==> config.mk <==
export PLATFORM = sky130hd
export DESIGN_NAME = cpm_port_ctrl
export DESIGN_NICKNAME = d
export VERILOG_FILES = /design/src/cpm_pkg.sv /design/src/cpm_port_ctrl.sv
export SDC_FILE = /design/constraint.sdc
export NUM_CORES = 1
export LEC_CHECK = 0
export BUFFER_PORTS_ARGS = -buffer_cell sky130_fd_sc_hd__clkbuf_2
export CORE_ASPECT_RATIO = 1.1
export CORE_UTILIZATION = 44
export CTS_CLUSTER_SIZE = 25
export DETAILED_ROUTE_END_ITERATION = 7
export GPL_ROUTABILITY_DRIVEN = 0
export PLACE_DENSITY = 0.62
export SLEW_MARGIN = 20
export SYNTH_ARGS = -nofsm -noshare
export SYNTH_HDL_FRONTEND = slang
export SYNTH_SLANG_ARGS = --single-unit
==> constraint.sdc <==
create_clock -name sys_clk -period 5.65 [get_ports sys_clk]
set_input_delay 1.13 -clock sys_clk [delete_from_list [all_inputs] [get_ports sys_clk]]
set_output_delay 1.13 -clock sys_clk [all_outputs]
set_load 0.02 [all_outputs]
==> src/cpm_pkg.sv <==
package cpm_pkg;

  // ==========================================================
  // Timing
  // ==========================================================
  localparam int CLK_KHZ     = 10_000;
  localparam int T_BC_MS     = 1250;
  localparam int T_DM_MS     = 1;
  localparam int T_VGL_MS    = 40;
  localparam int T_CONT_US   = 150;
  localparam int BC_CYCLES   = T_BC_MS * CLK_KHZ;
  localparam int DM_CYCLES   = T_DM_MS * CLK_KHZ;
  localparam int VGL_CYCLES  = T_VGL_MS * CLK_KHZ;
  localparam int CONT_CYCLES = (T_CONT_US * CLK_KHZ + 999) / 1000;
  localparam int CNT_W       = 24;
  localparam int CC_W        = 11;

  // ==========================================================
  // Output levels, in 0.2 V steps from 5 V
  // ==========================================================
  localparam int STEP_W    = 7;
  localparam int V_DEF_MV  = 5000;
  localparam int V_9_MV    = 9000;
  localparam int V_12_MV   = 12000;
  localparam int V_MIN_MV  = 3600;
  localparam int STEP_MV   = 200;
  localparam int STEP_9V   = (V_9_MV - V_DEF_MV) / STEP_MV;
  localparam int STEP_12V  = (V_12_MV - V_DEF_MV) / STEP_MV;
  localparam int STEP_MIN  = (V_MIN_MV - V_DEF_MV) / STEP_MV;

  // ==========================================================
  // Register map
  // ==========================================================
  localparam int             ADR_W          = 8;
  localparam logic [ADR_W-1:0] REG_CTRL     = 8'h00;
  localparam logic [ADR_W-1:0] REG_STATUS   = 8'h04;
  localparam logic [ADR_W-1:0] REG_FILTER   = 8'h08;
  localparam int             CTRL_HV_BIT    = 0;
  localparam int             CTRL_FORCE_BIT = 1;
  localparam logic           HV_EN_RST      = 1'h1;
  localparam logic           FORCE_RST      = 1'h0;
  localparam int             STA_STATE_LSB  = 0;
  localparam int             STA_MODE_LSB   = 2;
  localparam int             STA_SHORT_BIT  = 4;
  localparam int             STA_PD_BIT     = 5;
  localparam int             STA_UV_BIT     = 6;
  localparam int             STA_STEP_LSB   = 8;

  // ==========================================================
  // Types
  // ==========================================================
  typedef enum logic [1:0] {
    ST_SHORT   = 2'h0,
    ST_WAIT_DM = 2'h1,
    ST_ACTIVE  = 2'h3
  } cpm_state_t;

  typedef enum logic [1:0] {
    MD_DEFAULT = 2'h0,
    MD_9V      = 2'h1,
    MD_12V     = 2'h3,
    MD_CONT    = 2'h2
  } cpm_mode_t;

  typedef struct packed {
    logic dp_sel;
    logic dp_dat;
    logic dm_sel;
    logic dm_dat;
  } cpm_cmp_t;

  typedef struct packed {
    logic       up_on;
    logic       dn_on;
    logic [5:0] mag;
  } cpm_fbd_t;

  typedef struct packed {
    cpm_cmp_t                cmp_s1;
    cpm_cmp_t                cmp_s2;
    logic [1:0]              uv_s1;
    logic [1:0]              uv_s2;
    logic                    uv_hold;
    cpm_state_t              state;
    cpm_mode_t               mode;
    cpm_mode_t               vcand;
    logic                    short_sw;
    logic                    pd_sw;
    logic [CNT_W-1:0]        cnt;
    logic [CNT_W-1:0]        vcnt;
    logic [1:0]              ccand;
    logic [1:0]              cstab;
    logic [CC_W-1:0]         ccnt;
    logic signed [STEP_W-1:0] step;
    cpm_fbd_t                fbd;
    logic                    hv_en;
    logic                    force_def;
    logic                    ack;
    logic [31:0]             rdat;
  } cpm_st_t;

  localparam cpm_st_t ST_RST = '{
    state:    ST_SHORT,
    mode:     MD_DEFAULT,
    vcand:    MD_DEFAULT,
    short_sw: 1'h1,
    hv_en:    HV_EN_RST,
    force_def: FORCE_RST,
    default:  '0
  };

endpackage

==> src/cpm_port_ctrl.sv <==
// Our own choices: register access over Wishbone and the address map.
`timescale 1ns/10ps
module cpm_port_ctrl
  import cpm_pkg::*;
#(
  parameter int BC_CYC  = BC_CYCLES,
  parameter int DM_CYC  = DM_CYCLES,
  parameter int VGL_CYC = VGL_CYCLES
)(
  input  wire logic             sys_clk,
  input  wire logic             reset,
  input  wire cpm_cmp_t         dl_cmp,
  input  wire logic             bp_below_reset,
  input  wire logic             bp_above_run,
  input  wire logic             wb_cyc,
  input  wire logic             wb_stb,
  input  wire logic             wb_we,
  input  wire logic [ADR_W-1:0] wb_adr,
  input  wire logic [3:0]       wb_sel,
  input  wire logic [31:0]      wb_wdat,
  output logic [31:0]           wb_rdat,
  output logic                  wb_ack,
  output logic                  data_line_short_switch,
  output logic                  dminus_pulldown_switch,
  output cpm_fbd_t              feedback_drive_output,
  output cpm_mode_t             port_mode
);

  // ==========================================================
  // Elaboration checks
  // ==========================================================
  // Filter counters cnt and vcnt are CNT_W wide; longer filters would wrap
  if (BC_CYC < 1 || BC_CYC >= (1 << CNT_W))
  begin : g_chk_bc
    $error("BC_CYC out of range");
  end
  if (DM_CYC < 1 || DM_CYC >= (1 << CNT_W))
  begin : g_chk_dm
    $error("DM_CYC out of range");
  end
  if (VGL_CYC < 1 || VGL_CYC >= (1 << CNT_W))
  begin : g_chk_vgl
    $error("VGL_CYC out of range");
  end

  // ==========================================================
  // Helpers
  // ==========================================================
  // Maps comparator levels to {valid, mode}
  function automatic logic [2:0] decode(input cpm_cmp_t c);
    logic dp_hi;
    logic dp_mid;
    logic dm_hi;
    logic dm_mid;
    logic dm_gnd;
    dp_hi  = c.dp_sel;
    dp_mid = c.dp_dat & ~c.dp_sel;
    dm_hi  = c.dm_sel;
    dm_mid = c.dm_dat & ~c.dm_sel;
    dm_gnd = ~c.dm_dat;
    if (dp_mid && dm_mid)
      decode = {1'h1, MD_12V};
    else if (dp_hi && dm_mid)
      decode = {1'h1, MD_9V};
    else if (dp_mid && dm_hi)
      decode = {1'h1, MD_CONT};
    else if (dp_mid && dm_gnd)
      decode = {1'h1, MD_DEFAULT};
    else
      decode = {1'h0, MD_DEFAULT};
  endfunction

  // Fixed step level for a mode
  function automatic logic [STEP_W-1:0] level(input cpm_mode_t m);
    unique case (m)
      MD_12V:  level = STEP_W'(STEP_12V);
      MD_9V:   level = STEP_W'(STEP_9V);
      default: level = '0;
    endcase
  endfunction

  // Back to default: short on, pull-down off, 5 V
  function automatic cpm_st_t to_default(input cpm_st_t s);
    cpm_st_t r;
    r          = s;
    r.state    = ST_SHORT;
    r.mode     = MD_DEFAULT;
    r.vcand    = MD_DEFAULT;
    r.short_sw = 1'h1;
    r.pd_sw    = 1'h0;
    r.step     = '0;
    r.cnt      = '0;
    r.vcnt     = '0;
    r.ccnt     = '0;
    r.ccand    = '0;
    r.cstab    = '0;
    to_default = r;
  endfunction

  // ==========================================================
  // State
  // ==========================================================
  cpm_st_t            st_r;
  cpm_st_t            st_nxt;
  cpm_cmp_t           cmp;
  logic [2:0]         dec;
  logic [1:0]         craw;
  logic [STEP_W-1:0]  magv;
  logic               wb_hit;

  // Next-state logic, one pass over the whole block
  always_comb
  begin
    st_nxt = st_r;
    cmp    = st_r.cmp_s2;
    dec    = decode(st_r.cmp_s2);
    craw   = '0;
    magv   = '0;
    wb_hit = wb_cyc & wb_stb & ~st_r.ack;

    // Two-stage synchronisers; only stage two is read
    st_nxt.cmp_s1 = dl_cmp;
    st_nxt.cmp_s2 = st_r.cmp_s1;
    st_nxt.uv_s1  = {bp_below_reset, bp_above_run};
    st_nxt.uv_s2  = st_r.uv_s1;

    // Hysteresis: trip low, release only at the run level
    if (st_r.uv_s2[1])
      st_nxt.uv_hold = 1'h1;
    else if (st_r.uv_s2[0])
      st_nxt.uv_hold = 1'h0;

    unique case (st_r.state)
      ST_SHORT:
      begin
        // Lines joined, no adjustment until capability is seen
        st_nxt.short_sw = 1'h1;
        st_nxt.pd_sw    = 1'h0;
        st_nxt.mode     = MD_DEFAULT;
        st_nxt.step     = '0;
        if (cmp.dp_dat && st_r.hv_en)
        begin
          if (st_r.cnt >= CNT_W'(BC_CYC - 1))
          begin
            st_nxt.state    = ST_WAIT_DM;
            st_nxt.short_sw = 1'h0;
            st_nxt.cnt      = '0;
          end
          else
            st_nxt.cnt = st_r.cnt + CNT_W'(1);
        end
        else
          st_nxt.cnt = '0;
      end
      ST_WAIT_DM:
      begin
        // Device releases D- once its handshakes are done in order
        if (!cmp.dm_dat)
        begin
          if (st_r.cnt >= CNT_W'(DM_CYC - 1))
          begin
            st_nxt.state = ST_ACTIVE;
            st_nxt.pd_sw = 1'h1;
            st_nxt.cnt   = '0;
            st_nxt.vcand = MD_DEFAULT;
            st_nxt.vcnt  = '0;
          end
          else
            st_nxt.cnt = st_r.cnt + CNT_W'(1);
        end
        else
          st_nxt.cnt = '0;
      end
      ST_ACTIVE:
      begin
        // Invalid combinations hold the candidate, so D+ high pulses in continuous
        // mode never flip the mode; a D- mid pulse decodes as 12 V and flips it if held VGL_CYC
        if (dec[2])
        begin
          if (cpm_mode_t'(dec[1:0]) != st_r.vcand)
          begin
            st_nxt.vcand = cpm_mode_t'(dec[1:0]);
            st_nxt.vcnt  = '0;
          end
          else if (st_r.vcnt < CNT_W'(VGL_CYC - 1))
            st_nxt.vcnt = st_r.vcnt + CNT_W'(1);
          else if (st_r.mode != st_r.vcand)
          begin
            st_nxt.mode  = st_r.vcand;
            st_nxt.ccand = '0;
            st_nxt.cstab = '0;
            st_nxt.ccnt  = '0;
            if (st_r.vcand != MD_CONT)
              st_nxt.step = level(st_r.vcand);
          end
        end

        // Continuous mode: filtered D+ high steps up, D- mid down
        if (st_r.mode == MD_CONT)
        begin
          craw = {cmp.dp_sel, cmp.dm_dat & ~cmp.dm_sel};
          if (craw != st_r.ccand)
          begin
            st_nxt.ccand = craw;
            st_nxt.ccnt  = '0;
          end
          else if (st_r.ccnt < CC_W'(CONT_CYCLES - 1))
            st_nxt.ccnt = st_r.ccnt + CC_W'(1);
          else
          begin
            st_nxt.cstab = st_r.ccand;
            if (st_r.ccand[1] && !st_r.cstab[1]
                && st_r.step < $signed(STEP_W'(STEP_12V)))
              st_nxt.step = st_r.step + STEP_W'(1);
            if (st_r.ccand[0] && !st_r.cstab[0]
                && st_r.step > $signed(STEP_W'(STEP_MIN)))
              st_nxt.step = st_r.step - STEP_W'(1);
          end
        end
      end
      default:
        st_nxt = to_default(st_r);
    endcase

    // Unplug, software override and undervoltage all force default
    if (!cmp.dp_dat && st_r.state != ST_SHORT)
      st_nxt = to_default(st_nxt);
    if (st_r.force_def)
      st_nxt = to_default(st_nxt);
    if (st_r.uv_hold)
      st_nxt = to_default(st_nxt);

    // Current drive from step level; zero step means both off
    magv = st_nxt.step[STEP_W-1] ? (~st_nxt.step + STEP_W'(1))
                                 : st_nxt.step;
    st_nxt.fbd.up_on = !st_nxt.step[STEP_W-1]
                       && (st_nxt.step != '0);
    st_nxt.fbd.dn_on = st_nxt.step[STEP_W-1];
    st_nxt.fbd.mag   = magv[5:0];

    // Wishbone: ack one cycle after request; write at the ack edge
    st_nxt.ack  = wb_hit;
    st_nxt.rdat = '0;
    if (wb_hit && !wb_we)
    begin
      if (wb_adr[ADR_W-1:2] == REG_CTRL[ADR_W-1:2])
      begin
        st_nxt.rdat[CTRL_HV_BIT]    = st_r.hv_en;
        st_nxt.rdat[CTRL_FORCE_BIT] = st_r.force_def;
      end
      else if (wb_adr[ADR_W-1:2] == REG_STATUS[ADR_W-1:2])
      begin
        st_nxt.rdat[STA_STATE_LSB +: 2] = st_r.state;
        st_nxt.rdat[STA_MODE_LSB +: 2]  = st_r.mode;
        st_nxt.rdat[STA_SHORT_BIT]      = st_r.short_sw;
        st_nxt.rdat[STA_PD_BIT]         = st_r.pd_sw;
        st_nxt.rdat[STA_UV_BIT]         = st_r.uv_hold;
        st_nxt.rdat[STA_STEP_LSB +: 8]  = {st_r.step[STEP_W-1], st_r.step};
      end
      else if (wb_adr[ADR_W-1:2] == REG_FILTER[ADR_W-1:2])
        st_nxt.rdat[CNT_W-1:0] = st_r.vcnt;
    end
    if (st_r.ack && wb_cyc && wb_stb && wb_we && wb_sel[0]
        && wb_adr[ADR_W-1:2] == REG_CTRL[ADR_W-1:2])
    begin
      st_nxt.hv_en     = wb_wdat[CTRL_HV_BIT];
      st_nxt.force_def = wb_wdat[CTRL_FORCE_BIT];
    end
  end

  // Single state register
  always_ff @(posedge sys_clk)
  begin
    if (reset)
      st_r <= ST_RST;
    else
      st_r <= st_nxt;
  end

  // ==========================================================
  // Outputs, straight from the state register
  // ==========================================================
  assign wb_rdat                = st_r.rdat;
  assign wb_ack                 = st_r.ack;
  assign data_line_short_switch = st_r.short_sw;
  assign dminus_pulldown_switch = st_r.pd_sw;
  assign feedback_drive_output  = st_r.fbd;
  assign port_mode              = st_r.mode;

endmodule

==> flow_metrics.env, run 1 <==
export IMPL_via_count=5942
export IMPL_met1_usage_pct=24.74
export IMPL_start_util_pct=45.33
export IMPL_post_dp_hpwl_mm=10.99
export IMPL_viasPerCell=5.736
export IMPL_setup_viol=0
export IMPL_leakagePower_nw=2.725
export IMPL_yosysSeqAreaShare_pct=37.60
export IMPL_worst_slew_pin_slew_ns=0.9705
export IMPL_dieArea_um2=15500
export IMPL_clk_pin_slew_ns=0.06
export IMPL_cts_buffers=17
export IMPL_final_common_cell="dfxtp_1"
export IMPL_core_um2=14560
export IMPL_final_util_pct=50.10
export IMPL_layout_drive_gt1_share_pct=13.74
export IMPL_async_reset_ff_share_pct=0
export IMPL_post_cts_setup_buffers=0
export IMPL_ys_ff_latch=124
export IMPL_max_stage_delay_ns=0.75
export IMPL_slew_viol_final=0
export IMPL_n_antenna_cell=0
export IMPL_power_density_nw_per_um2=272.7
export IMPL_cts_root_buf="clkbuf_16"
export IMPL_clkSinkCount=124
export IMPL_required_ns=5.93
export IMPL_routed_wirelength_mm=15.78
export IMPL_synthFlopType="dfxtp_1"
export IMPL_cts_tree="yes"
export IMPL_crit_top_cell="or4_4"
export IMPL_max_cap_violations=0
export IMPL_io_buffers=56
export IMPL_hp_class="reg -> reg"
export IMPL_endpoint_kind="flip-flop"
export IMPL_synth_edf_count=0
export IMPL_clockBufferDepth=2
export IMPL_wl_per_cell_um=15.24
export IMPL_min_period_ns=3.800
export IMPL_timing_critical_path_cells="or4_4 > or4_4 > a21oi_2 > a32o_1 > o21ai_0 > or2_2 > ha_1 > a32oi_1 > xor2_1 > nor2_1"
export IMPL_first_pass_iters=7
export IMPL_status="finished, final reports clean"
export IMPL_cp_arrival_ns=4.08
export IMPL_irDropWorstVdd_v=0.0001821
export IMPL_use_met3_pct=4.253
export IMPL_ant_nets=0
export IMPL_final_cell_mix="dfxtp_1, nor2_1, nand2_1"
export IMPL_die_x_um=118.8
export IMPL_ioPinCount=100
export IMPL_worstHoldStart="st_r[130]"
export IMPL_clock_skew_ns=0.007193
export IMPL_period_share_pct=67.25
export IMPL_fill_cells=1368
export IMPL_synthTopCellsByArea="dfxtp_1, nor2_1, nand2_1, buf_4, o21ai_0"
export IMPL_grt_busiest_layer="met2"
export IMPL_globalRoute_totalOverflow=0
export IMPL_cts_resized=0
export IMPL_htree_levels=4
export IMPL_rsz0062_at_grt="false"
export IMPL_yosysWarningCount=0
export IMPL_multi_input_area_um2=3575
export IMPL_seq_area_um2=2482
export IMPL_critPathKind="reg -> reg"
export IMPL_hold_violations=0
export IMPL_insertion_delay_ns=0.42
export IMPL_critPathSlowestCell="a21oi_2"
export IMPL_worstSetupStartpoint="st_r[79]"
export IMPL_die_y_um=130.5
export IMPL_relSlewSlack_pct=35.30
export IMPL_yosysUniqueCellTypes=76
export IMPL_finalNetCount=894
export IMPL_grt_start_max_net_pins=44
export IMPL_antenna_found_initial=0
export IMPL_fmax_ghz=0.2632
export IMPL_crit_fanout=20
export IMPL_syn_mean_instance_area_um2=7.992
export IMPL_start_kind="flip-flop"
export IMPL_p_total_mw=1.990
export IMPL_drc=0
export IMPL_synth_top_area_cell="dfxtp_1"
export IMPL_ctsHoldBuffers=0
export IMPL_synth_top_cell_area_share_pct=37.60
export IMPL_rows=46
export IMPL_gr_usage_met2_pct=36.64
export IMPL_grt_pass1_vias=5416
export IMPL_finalSetupTns_ns=0
export IMPL_syn_area_um2=6601
export IMPL_grt_first_pass_wirelength_mm=26.08
export IMPL_area_growth_pct=10.52
export IMPL_drt_iter0_drc=537
export IMPL_grt_usage_pct=20.82
export IMPL_syn_inst=826
export IMPL_timing_rr_start="st_r[79]"
==> area by class of cell <==
class | instances | area share, %
multi-input combinational | 603 | 49.00
sequential | 124 | 34.03
timing repair buffer | 65 | 4.768
clock buffer | 18 | 5.882
tap | 192 | 3.293
inverter | 21 | 1.080
clock inverter | 13 | 1.955
==> state kept, by name, summed over array words and instances, names as in the netlist <==
register	flops
dminus_pulldown_switch	1
port_mode	2
st_r	85
wb_rdat	24
wb_ack	1
feedback_drive_output	6
data_line_short_switch	1
cmp	4
==> report_power, final <==
group	switching, mW	leakage (nW)	total [mW]	internal (mW)
Sequential	0.00507	1.00	0.885	0.880
Clock	0.406	0.277	1.06	0.649
Combinational	0.0340	1.45	0.0494	0.0154
==> worst max-delay path: cells and delay by family (launching register included) <==
family	cells	cell delay [ns]
xor gates and xnor gates	1	0.16
AOI/OAI and AO/OA	4	1.39
adders and majority gates	1	0.21
and+or+nand+nor	4	1.53
DFF	1	0.37
==> final timing paths <==
kind                            depth (start not counted)  slack [ns]                        to
worst max-delay path                                   10        1.85  feedback_drive_output[4]
worst min-delay path                                    2        0.46                 st_r[130]
worst max register to register                         10        1.85  feedback_drive_output[4]
worst min register to register                          2        0.46                 st_r[130]
==> Yosys cell counts, types with 3 or more instances <==
cell and number:
o21ai_0 58, nand3b_1 5, nand4_1 8, a21oi_2 3, or3_1 6, o21a_1 3, or4_1 5, ha_1 7
xnor2_1 10, a22o_1 16, nor4_1 7, and4_1 5, mux2i_1 8, and3_1 22, a22oi_1 10, nand2_1 89
a211oi_1 4, nand3_1 33, buf_4 43, o22ai_1 4, nor2_1 90, a221oi_1 7, a32oi_1 4, nor3_1 28
and2_1 13, buf_2 3, nor2b_1 8, clkbuf_1 37, a21oi_1 54, nand2b_1 10, xor2_1 18, a21o_1 5
dfxtp_1 124, inv_1 20, a31oi_1 6
==> cell families after synthesis <==
| logic type | share of synthesized area, % |
|---|---|
| AO/OA/AOI/OAI | 22.29 |
| other | 0.05681 |
| XOR/XNOR | 3.715 |
| adder cells (fa/ha/maj) | 1.327 |
| buffers and inverters | 8.643 |
| AND/OR/NAND/NOR | 25.15 |
| multiplexers | 1.213 |
| flip-flops | 37.60 |
==> per-stage QoR <==
step	cells	worst slack (ns)	hold slack [ns]	instance area [um^2]
CTS	1036	1.875	0.4582	7296
floorplan	833	2.673	0.4321	6628
detailed placement	1005	1.902	0.4489	6724
global placement	1005	1.967	0.4392	6724
global route	1036	1.733	0.4739	7296
finish	1036	1.850	0.4559	7296
==> routing by layer <==
| layer | share of wire [%] | up-vias | routed length [um] |
|---|---|---|---|
| met5 | 0 | - | 0 |
| met2 | 50 | 170 | 7926 |
| li1 | - | 2927 | - |
| met4 | 1.8 | 0 | 287 |
| met3 | 4.3 | 29 | 674 |
| met1 | 44 | 2816 | 6896 |
Note: power is estimated with default switching activity, not from simulation.
==> inputs of run 2 (changes only) <==
==> constraint.sdc (replaced) <==
create_clock -name sys_clk -period 3.86 [get_ports sys_clk]
set_input_delay 0.772 -clock sys_clk [delete_from_list [all_inputs] [get_ports sys_clk]]
set_output_delay 0.772 -clock sys_clk [all_outputs]
set_load 0.02 [all_outputs]
==> run 2 against run 1 <==
Net effect:
- critical path depth up 3
- via count grew 0.49%
- utilization is 0.74 points higher
- die area unchanged
- largest power group unchanged
- highest routed layer unchanged
==> flow_metrics.env, run 2 (synthesis gave the netlist of run 1 again) <==
export IMPL_clock_skew_ns=0.01322
export IMPL_finalSetupTns_ns=0
export IMPL_min_period_ns=3.572
export IMPL_critPathCapture="feedback_drive_output[4]"
export IMPL_critPathSlowestCell="a221oi_2"
export IMPL_cts_buffers=17
export IMPL_dp_cells=1016
export IMPL_first_pass_iters=5
export IMPL_slew_viol_final=0
export IMPL_die_y_um=130.5
export IMPL_n_antenna_cell=0
export IMPL_wl_per_cell_um=15.09
export IMPL_via_count=5971
export IMPL_finalNetCount=905
export IMPL_drc=0
export IMPL_path_depth=13
export IMPL_p_total_mw=2.971
export IMPL_top_register="st_r"
export IMPL_clkSinkCount=124
export IMPL_grt_pass1_vias=5524
export IMPL_post_dp_hpwl_mm=11.21
export IMPL_ctsHoldBuffers=0
export IMPL_drt_iter0_drc=516
export IMPL_globalRoute_totalOverflow=0
export IMPL_fin_cells=1048
export IMPL_relSlewSlack_pct=41.41
export IMPL_regToRegSetupSlack_ns=0.29
export IMPL_layout_drive_gt1_share_pct=15.07
export IMPL_r2r_cells=13
export IMPL_io_buffers=56
export IMPL_fin_ws_ns=0.2878
export IMPL_cp_arrival_ns=3.88
export IMPL_worst_slew_pin_slew_ns=0.8730
export IMPL_worstSetupStartpoint="st_r[44]"
export IMPL_path_buf_inv=1
export IMPL_start_util_pct=45.33
export IMPL_viasPerCell=5.698
export IMPL_antenna_found_initial=0
export IMPL_ant_nets=0
export IMPL_hold_path_depth=2
export IMPL_fmax_ghz=0.2799
export IMPL_core_um2=14560
export IMPL_rows=46
export IMPL_crit_fanout=8
export IMPL_cts_root_buf="clkbuf_16"
export IMPL_critPathKind="reg -> reg"
export IMPL_endpoint_kind="flip-flop"
export IMPL_timing_critical_path_cells="inv_1 > ha_1 > o21bai_1 > a221oi_2 > nor3_1 > and2b_1 > a32o_1 > o21ai_0 > or2_2 > ha_1 > a32oi_1 > xor2_1 > nor2_1"
export IMPL_crit_top_cell="ha_1"
export IMPL_insertion_delay_ns=0.43
export IMPL_rsz0062_at_grt="false"
export IMPL_dp_slack_ns=0.3660
export IMPL_cts_tree="yes"
export IMPL_die_x_um=118.8
export IMPL_required_ns=4.16
export IMPL_grt_start_max_net_pins=25
export IMPL_clk_pin_slew_ns=0.06
export IMPL_grt_first_pass_wirelength_mm=26.15
export IMPL_period_share_pct=92.54
export IMPL_power_density_nw_per_um2=401.4
export IMPL_htree_levels=4
export IMPL_dieArea_um2=15500
export IMPL_start_kind="flip-flop"
export IMPL_hold_violations=0
export IMPL_grt_usage_pct=21.01
export IMPL_cts_resized=0
export IMPL_hp_class="reg -> reg"
export IMPL_final_common_cell="dfxtp_1"
export IMPL_crit_family="compound AO/OA/AOI/OAI gates"
export IMPL_setup_viol=0
export IMPL_largest_reg_flops=85
export IMPL_routed_wirelength_mm=15.82
export IMPL_post_cts_setup_buffers=0
export IMPL_worstHoldStart="st_r[130]"
export IMPL_fill_cells=1378
export IMPL_max_stage_delay_ns=0.49
export IMPL_max_cap_violations=0
export IMPL_timing_rr_start="st_r[44]"
export IMPL_leakagePower_nw=2.796
export IMPL_clockBufferDepth=2
export IMPL_area_growth_pct=12.15
export IMPL_final_cell_mix="dfxtp_1, nor2_1, nand2_1"
export IMPL_ioPinCount=100
export IMPL_status="finished, final reports clean"
export IMPL_irDropWorstVdd_v=0.0003034
export IMPL_timing_rr_end="feedback_drive_output[4]"
run 2: cell types whose count changed in the layout (fill, tap and decap cells not counted), sizes merged:
cell      change
bufinv        -1
buf          +11
clkinvlp      -1
clkinv        -3
clkbuf        -1
inv           +7
run 2: worst min-delay path by stage:
stage                            to  slack (ns)
final                     st_r[130]        0.45
after global routing      st_r[133]        0.48
after CTS                 st_r[132]        0.46
after detailed placement  st_r[131]        0.45
after global placement    st_r[124]        0.44
after floorplan           st_r[124]        0.43
run 2: per-stage QoR:
| step | hold WS, ns | instance area, um^2 | utilization [%] |
|---|---|---|---|
| after floorplan | 0.4321 | 6628 | - |
| after global placement | 0.4394 | 6807 | 46.74 |
| after detailed placement | 0.4481 | 6807 | 46.74 |
| after CTS | 0.4577 | 7403 | 50.84 |
| after global routing | 0.4766 | 7403 | 50.84 |
| final | 0.4532 | 7403 | 50.84 |
run 2: layout make-up:
class | count | area (um^2) | share of cell area, %
Clock inverter | 15 | 171.4 | 2.315
Tap cell | 192 | 240.2 | 3.245
Timing Repair Buffer | 76 | 430.4 | 5.814
Multi-Input combinational cell | 603 | 3575 | 48.28
Clock buffer | 17 | 425.4 | 5.746
Sequential cell | 124 | 2482 | 33.53
Inverter | 21 | 78.83 | 1.065
run 2: worst reg2reg max path, cell delays in order, from the launching register on:
cell and delay, ns:
dfxtp_1 0.47, inv_1 0.16, ha_1 0.22, o21bai_1 0.21, a221oi_2 0.49, nor3_1 0.20
and2b_1 0.34, a32o_1 0.21, o21ai_0 0.15, or2_2 0.36, ha_1 0.22, a32oi_1 0.22
xor2_1 0.16, nor2_1 0.05
run 2: power breakdown:
group / total (mW) / internal [mW] / switching (mW)
combinational: 0.0769 / 0.0256 / 0.0513
sequential: 1.29 / 1.29 / 0.00670
clock: 1.60 / 0.924 / 0.677
total: 2.97 / 2.24 / 0.735
run 2: routing by layer:
| layer | GRT usage, % | up-vias | part of all wire (%) |
|---|---|---|---|
| met1 | 24.85 | 2807 | 44 |
| met4 | 11.02 | 0 | 2.6 |
| met2 | 35.64 | 192 | 48 |
| met3 | 5.122 | 34 | 5.2 |
| met5 | 0 | - | 0 |
| li1 | - | 2938 | - |
==> inputs of run 3 (changes only) <==
--- a/config.mk
+++ b/config.mk
@@ -8,6 +8,7 @@
 export BUFFER_PORTS_ARGS = -buffer_cell sky130_fd_sc_hd__clkbuf_2
 export CORE_ASPECT_RATIO = 1.1
 export CORE_UTILIZATION = 44
+export CTS_CLUSTER_DIAMETER = 120
 export CTS_CLUSTER_SIZE = 25
 export DETAILED_ROUTE_END_ITERATION = 7
 export GPL_ROUTABILITY_DRIVEN = 0
==> constraint.sdc (replaced) <==
create_clock -name sys_clk -period 3.86 [get_ports sys_clk]
set_input_delay 0.193 -clock sys_clk [delete_from_list [all_inputs] [get_ports sys_clk]]
set_output_delay 0.193 -clock sys_clk [all_outputs]
set_load 0.02 [all_outputs]
==> run 3 against run 2 <==
Net effect:
- combinational power up 4.7%
- highest routed layer unchanged
- critical path type unchanged
- clock skew is 0.0037 ns lower
- sequential share of layout area is 0.30 points lower
==> flow_metrics.env, run 3 (synthesis gave the netlist of run 1 again) <==
export IMPL_status="finished, final reports clean"
export IMPL_hold_end="st_r[130]"
export IMPL_crit_fanout=8
export IMPL_cp_arrival_ns=3.86
export IMPL_cts_resized=0
export IMPL_hp_class="in -> reg"
export IMPL_globalRoute_totalOverflow=0
export IMPL_io_buffers=56
export IMPL_irDropWorstVdd_v=0.0002905
export IMPL_final_cell_mix="dfxtp_1, nor2_1, nand2_1"
export IMPL_start_kind="flip-flop"
export IMPL_relSlewSlack_pct=38.54
export IMPL_hold_ws_ns=0.01439
export IMPL_area_growth_pct=13.15
export IMPL_grt_pass1_vias=5484
export IMPL_ant_nets=0
export IMPL_dp_cells=1013
export IMPL_endpoint_kind="flip-flop"
export IMPL_first_pass_iters=5
export IMPL_min_period_ns=3.567
export IMPL_regToRegSetupSlack_ns=0.29
export IMPL_final_area_um2=7470
export IMPL_worstHoldStart="dl_cmp[0]"
export IMPL_rsz0062_at_grt="false"
export IMPL_fill_cells=1436
export IMPL_leakagePower_nw=2.815
export IMPL_htree_levels=4
export IMPL_dpl_cell_area_um2=6784
export IMPL_final_util_pct=51.30
export IMPL_clk_pin_slew_ns=0.06
export IMPL_slew_viol_final=0
export IMPL_cts_root_buf="clkbuf_16"
export IMPL_start_util_pct=45.33
export IMPL_die_y_um=130.5
export IMPL_max_cap_violations=0
export IMPL_die_x_um=118.8
export IMPL_finalSetupTns_ns=0
export IMPL_clkSinkCount=124
export IMPL_r2r_cells=13
export IMPL_power_density_nw_per_um2=409.1
export IMPL_critPathKind="reg -> reg"
export IMPL_worstSetupStartpoint="st_r[44]"
export IMPL_timing_rr_end="feedback_drive_output[4]"
export IMPL_grt_first_pass_wirelength_mm=26.36
export IMPL_clock_skew_ns=0.009483
export IMPL_viasPerCell=5.693
export IMPL_via_count=5983
export IMPL_grt_start_max_net_pins=25
export IMPL_post_dp_hpwl_mm=11.10
export IMPL_ioPinCount=100
export IMPL_cts_buffers=17
export IMPL_insertion_delay_ns=0.42
export IMPL_rows=46
export IMPL_clockBufferDepth=2
export IMPL_n_antenna_cell=0
export IMPL_antenna_found_initial=0
export IMPL_final_common_cell="dfxtp_1"
export IMPL_timing_rr_start="st_r[44]"
export IMPL_hold_violations=0
export IMPL_grt_usage_pct=21.29
export IMPL_layout_drive_gt1_share_pct=14.67
export IMPL_cts_tree="yes"
export IMPL_fmax_ghz=0.2804
export IMPL_finalNetCount=908
export IMPL_top_register="st_r"
export IMPL_dieArea_um2=15500
export IMPL_routed_wirelength_mm=15.83
export IMPL_drc=0
export IMPL_worst_slew_pin_slew_ns=0.9158
export IMPL_core_um2=14560
export IMPL_required_ns=4.16
export IMPL_drt_iter0_drc=519
export IMPL_setup_viol=0
export IMPL_wl_per_cell_um=15.06
export IMPL_period_share_pct=92.40
export IMPL_fin_cells=1051
export IMPL_largest_reg_flops=85
export IMPL_hold_path_depth=3
## run 3: cell types whose count changed in the layout (fill, tap and decap cells not counted), moves of 2 or more
cell           change
bufinv_16          +2
dlygate4sd3_1      +6
buf_4              -3
inv_8              -2
## run 3: area by class of cell
type | count | area, um^2 | share of cell area [%]
multi-input cells | 603 | 3575 | 47.86
flip-flops and latches | 124 | 2482 | 33.23
repair buffers | 79 | 467.9 | 6.265
clock buffers | 17 | 425.4 | 5.695
well taps | 192 | 240.2 | 3.216
clock inverters | 15 | 200.2 | 2.680
inverters | 21 | 78.83 | 1.055
## run 3: what timing repair did
item                                   4_1_cts  5_1_grt
endpoints found under the hold margin        5        0
hold buffers                                 6        0
buffers inserted                             0        0
## run 3: power breakdown
group	switching, mW	total [mW]	internal, mW
registers	0.00679	1.29	1.29
logic	0.0525	0.0805	0.0280
clock network	0.642	1.68	1.04
total	0.702	3.06	2.35
## run 3: worst max path at each step
stage	endpoint	slack, ns	cells after the start
floorplan	feedback_drive_output[4]	0.88	13
global placement	feedback_drive_output[4]	0.49	13
detailed placement	feedback_drive_output[4]	0.40	13
CTS	feedback_drive_output[4]	0.37	13
global route	feedback_drive_output[4]	0.06	13
finish	feedback_drive_output[4]	0.29	13
## run 3: critical path, stage by stage (launching register included)
cell and delay [ns]:
dfxtp_1 0.45, inv_1 0.15, ha_1 0.22, o21bai_1 0.21
a221oi_2 0.49, nor3_1 0.20, and2b_1 0.34, a32o_1 0.21
o21ai_0 0.14, or2_2 0.35, ha_1 0.22, a32oi_1 0.23
xor2_1 0.16, nor2_1 0.06
## run 3: per-stage QoR
step / setup slack (ns) / power, mW
2_1_floorplan: 0.8825 / 1.375
3_3_place_gp: 0.4865 / 1.394
3_5_place_dp: 0.3980 / 1.397
4_1_cts: 0.3698 / 3.088
5_1_grt: 0.06310 / 3.156
6_report: 0.2933 / 3.055
## run 3: metal layers
layer | part of all wire (%) | global-route usage (%) | wire length (um) | vias up
li1 | - | - | - | 2950
met1 | 45 | 25.46 | 7098 | 2852
met2 | 49 | 36.74 | 7730 | 148
met3 | 4.1 | 4.210 | 655 | 33
met4 | 2.2 | 10.65 | 345 | 0
met5 | 0 | 0 | 0 | -
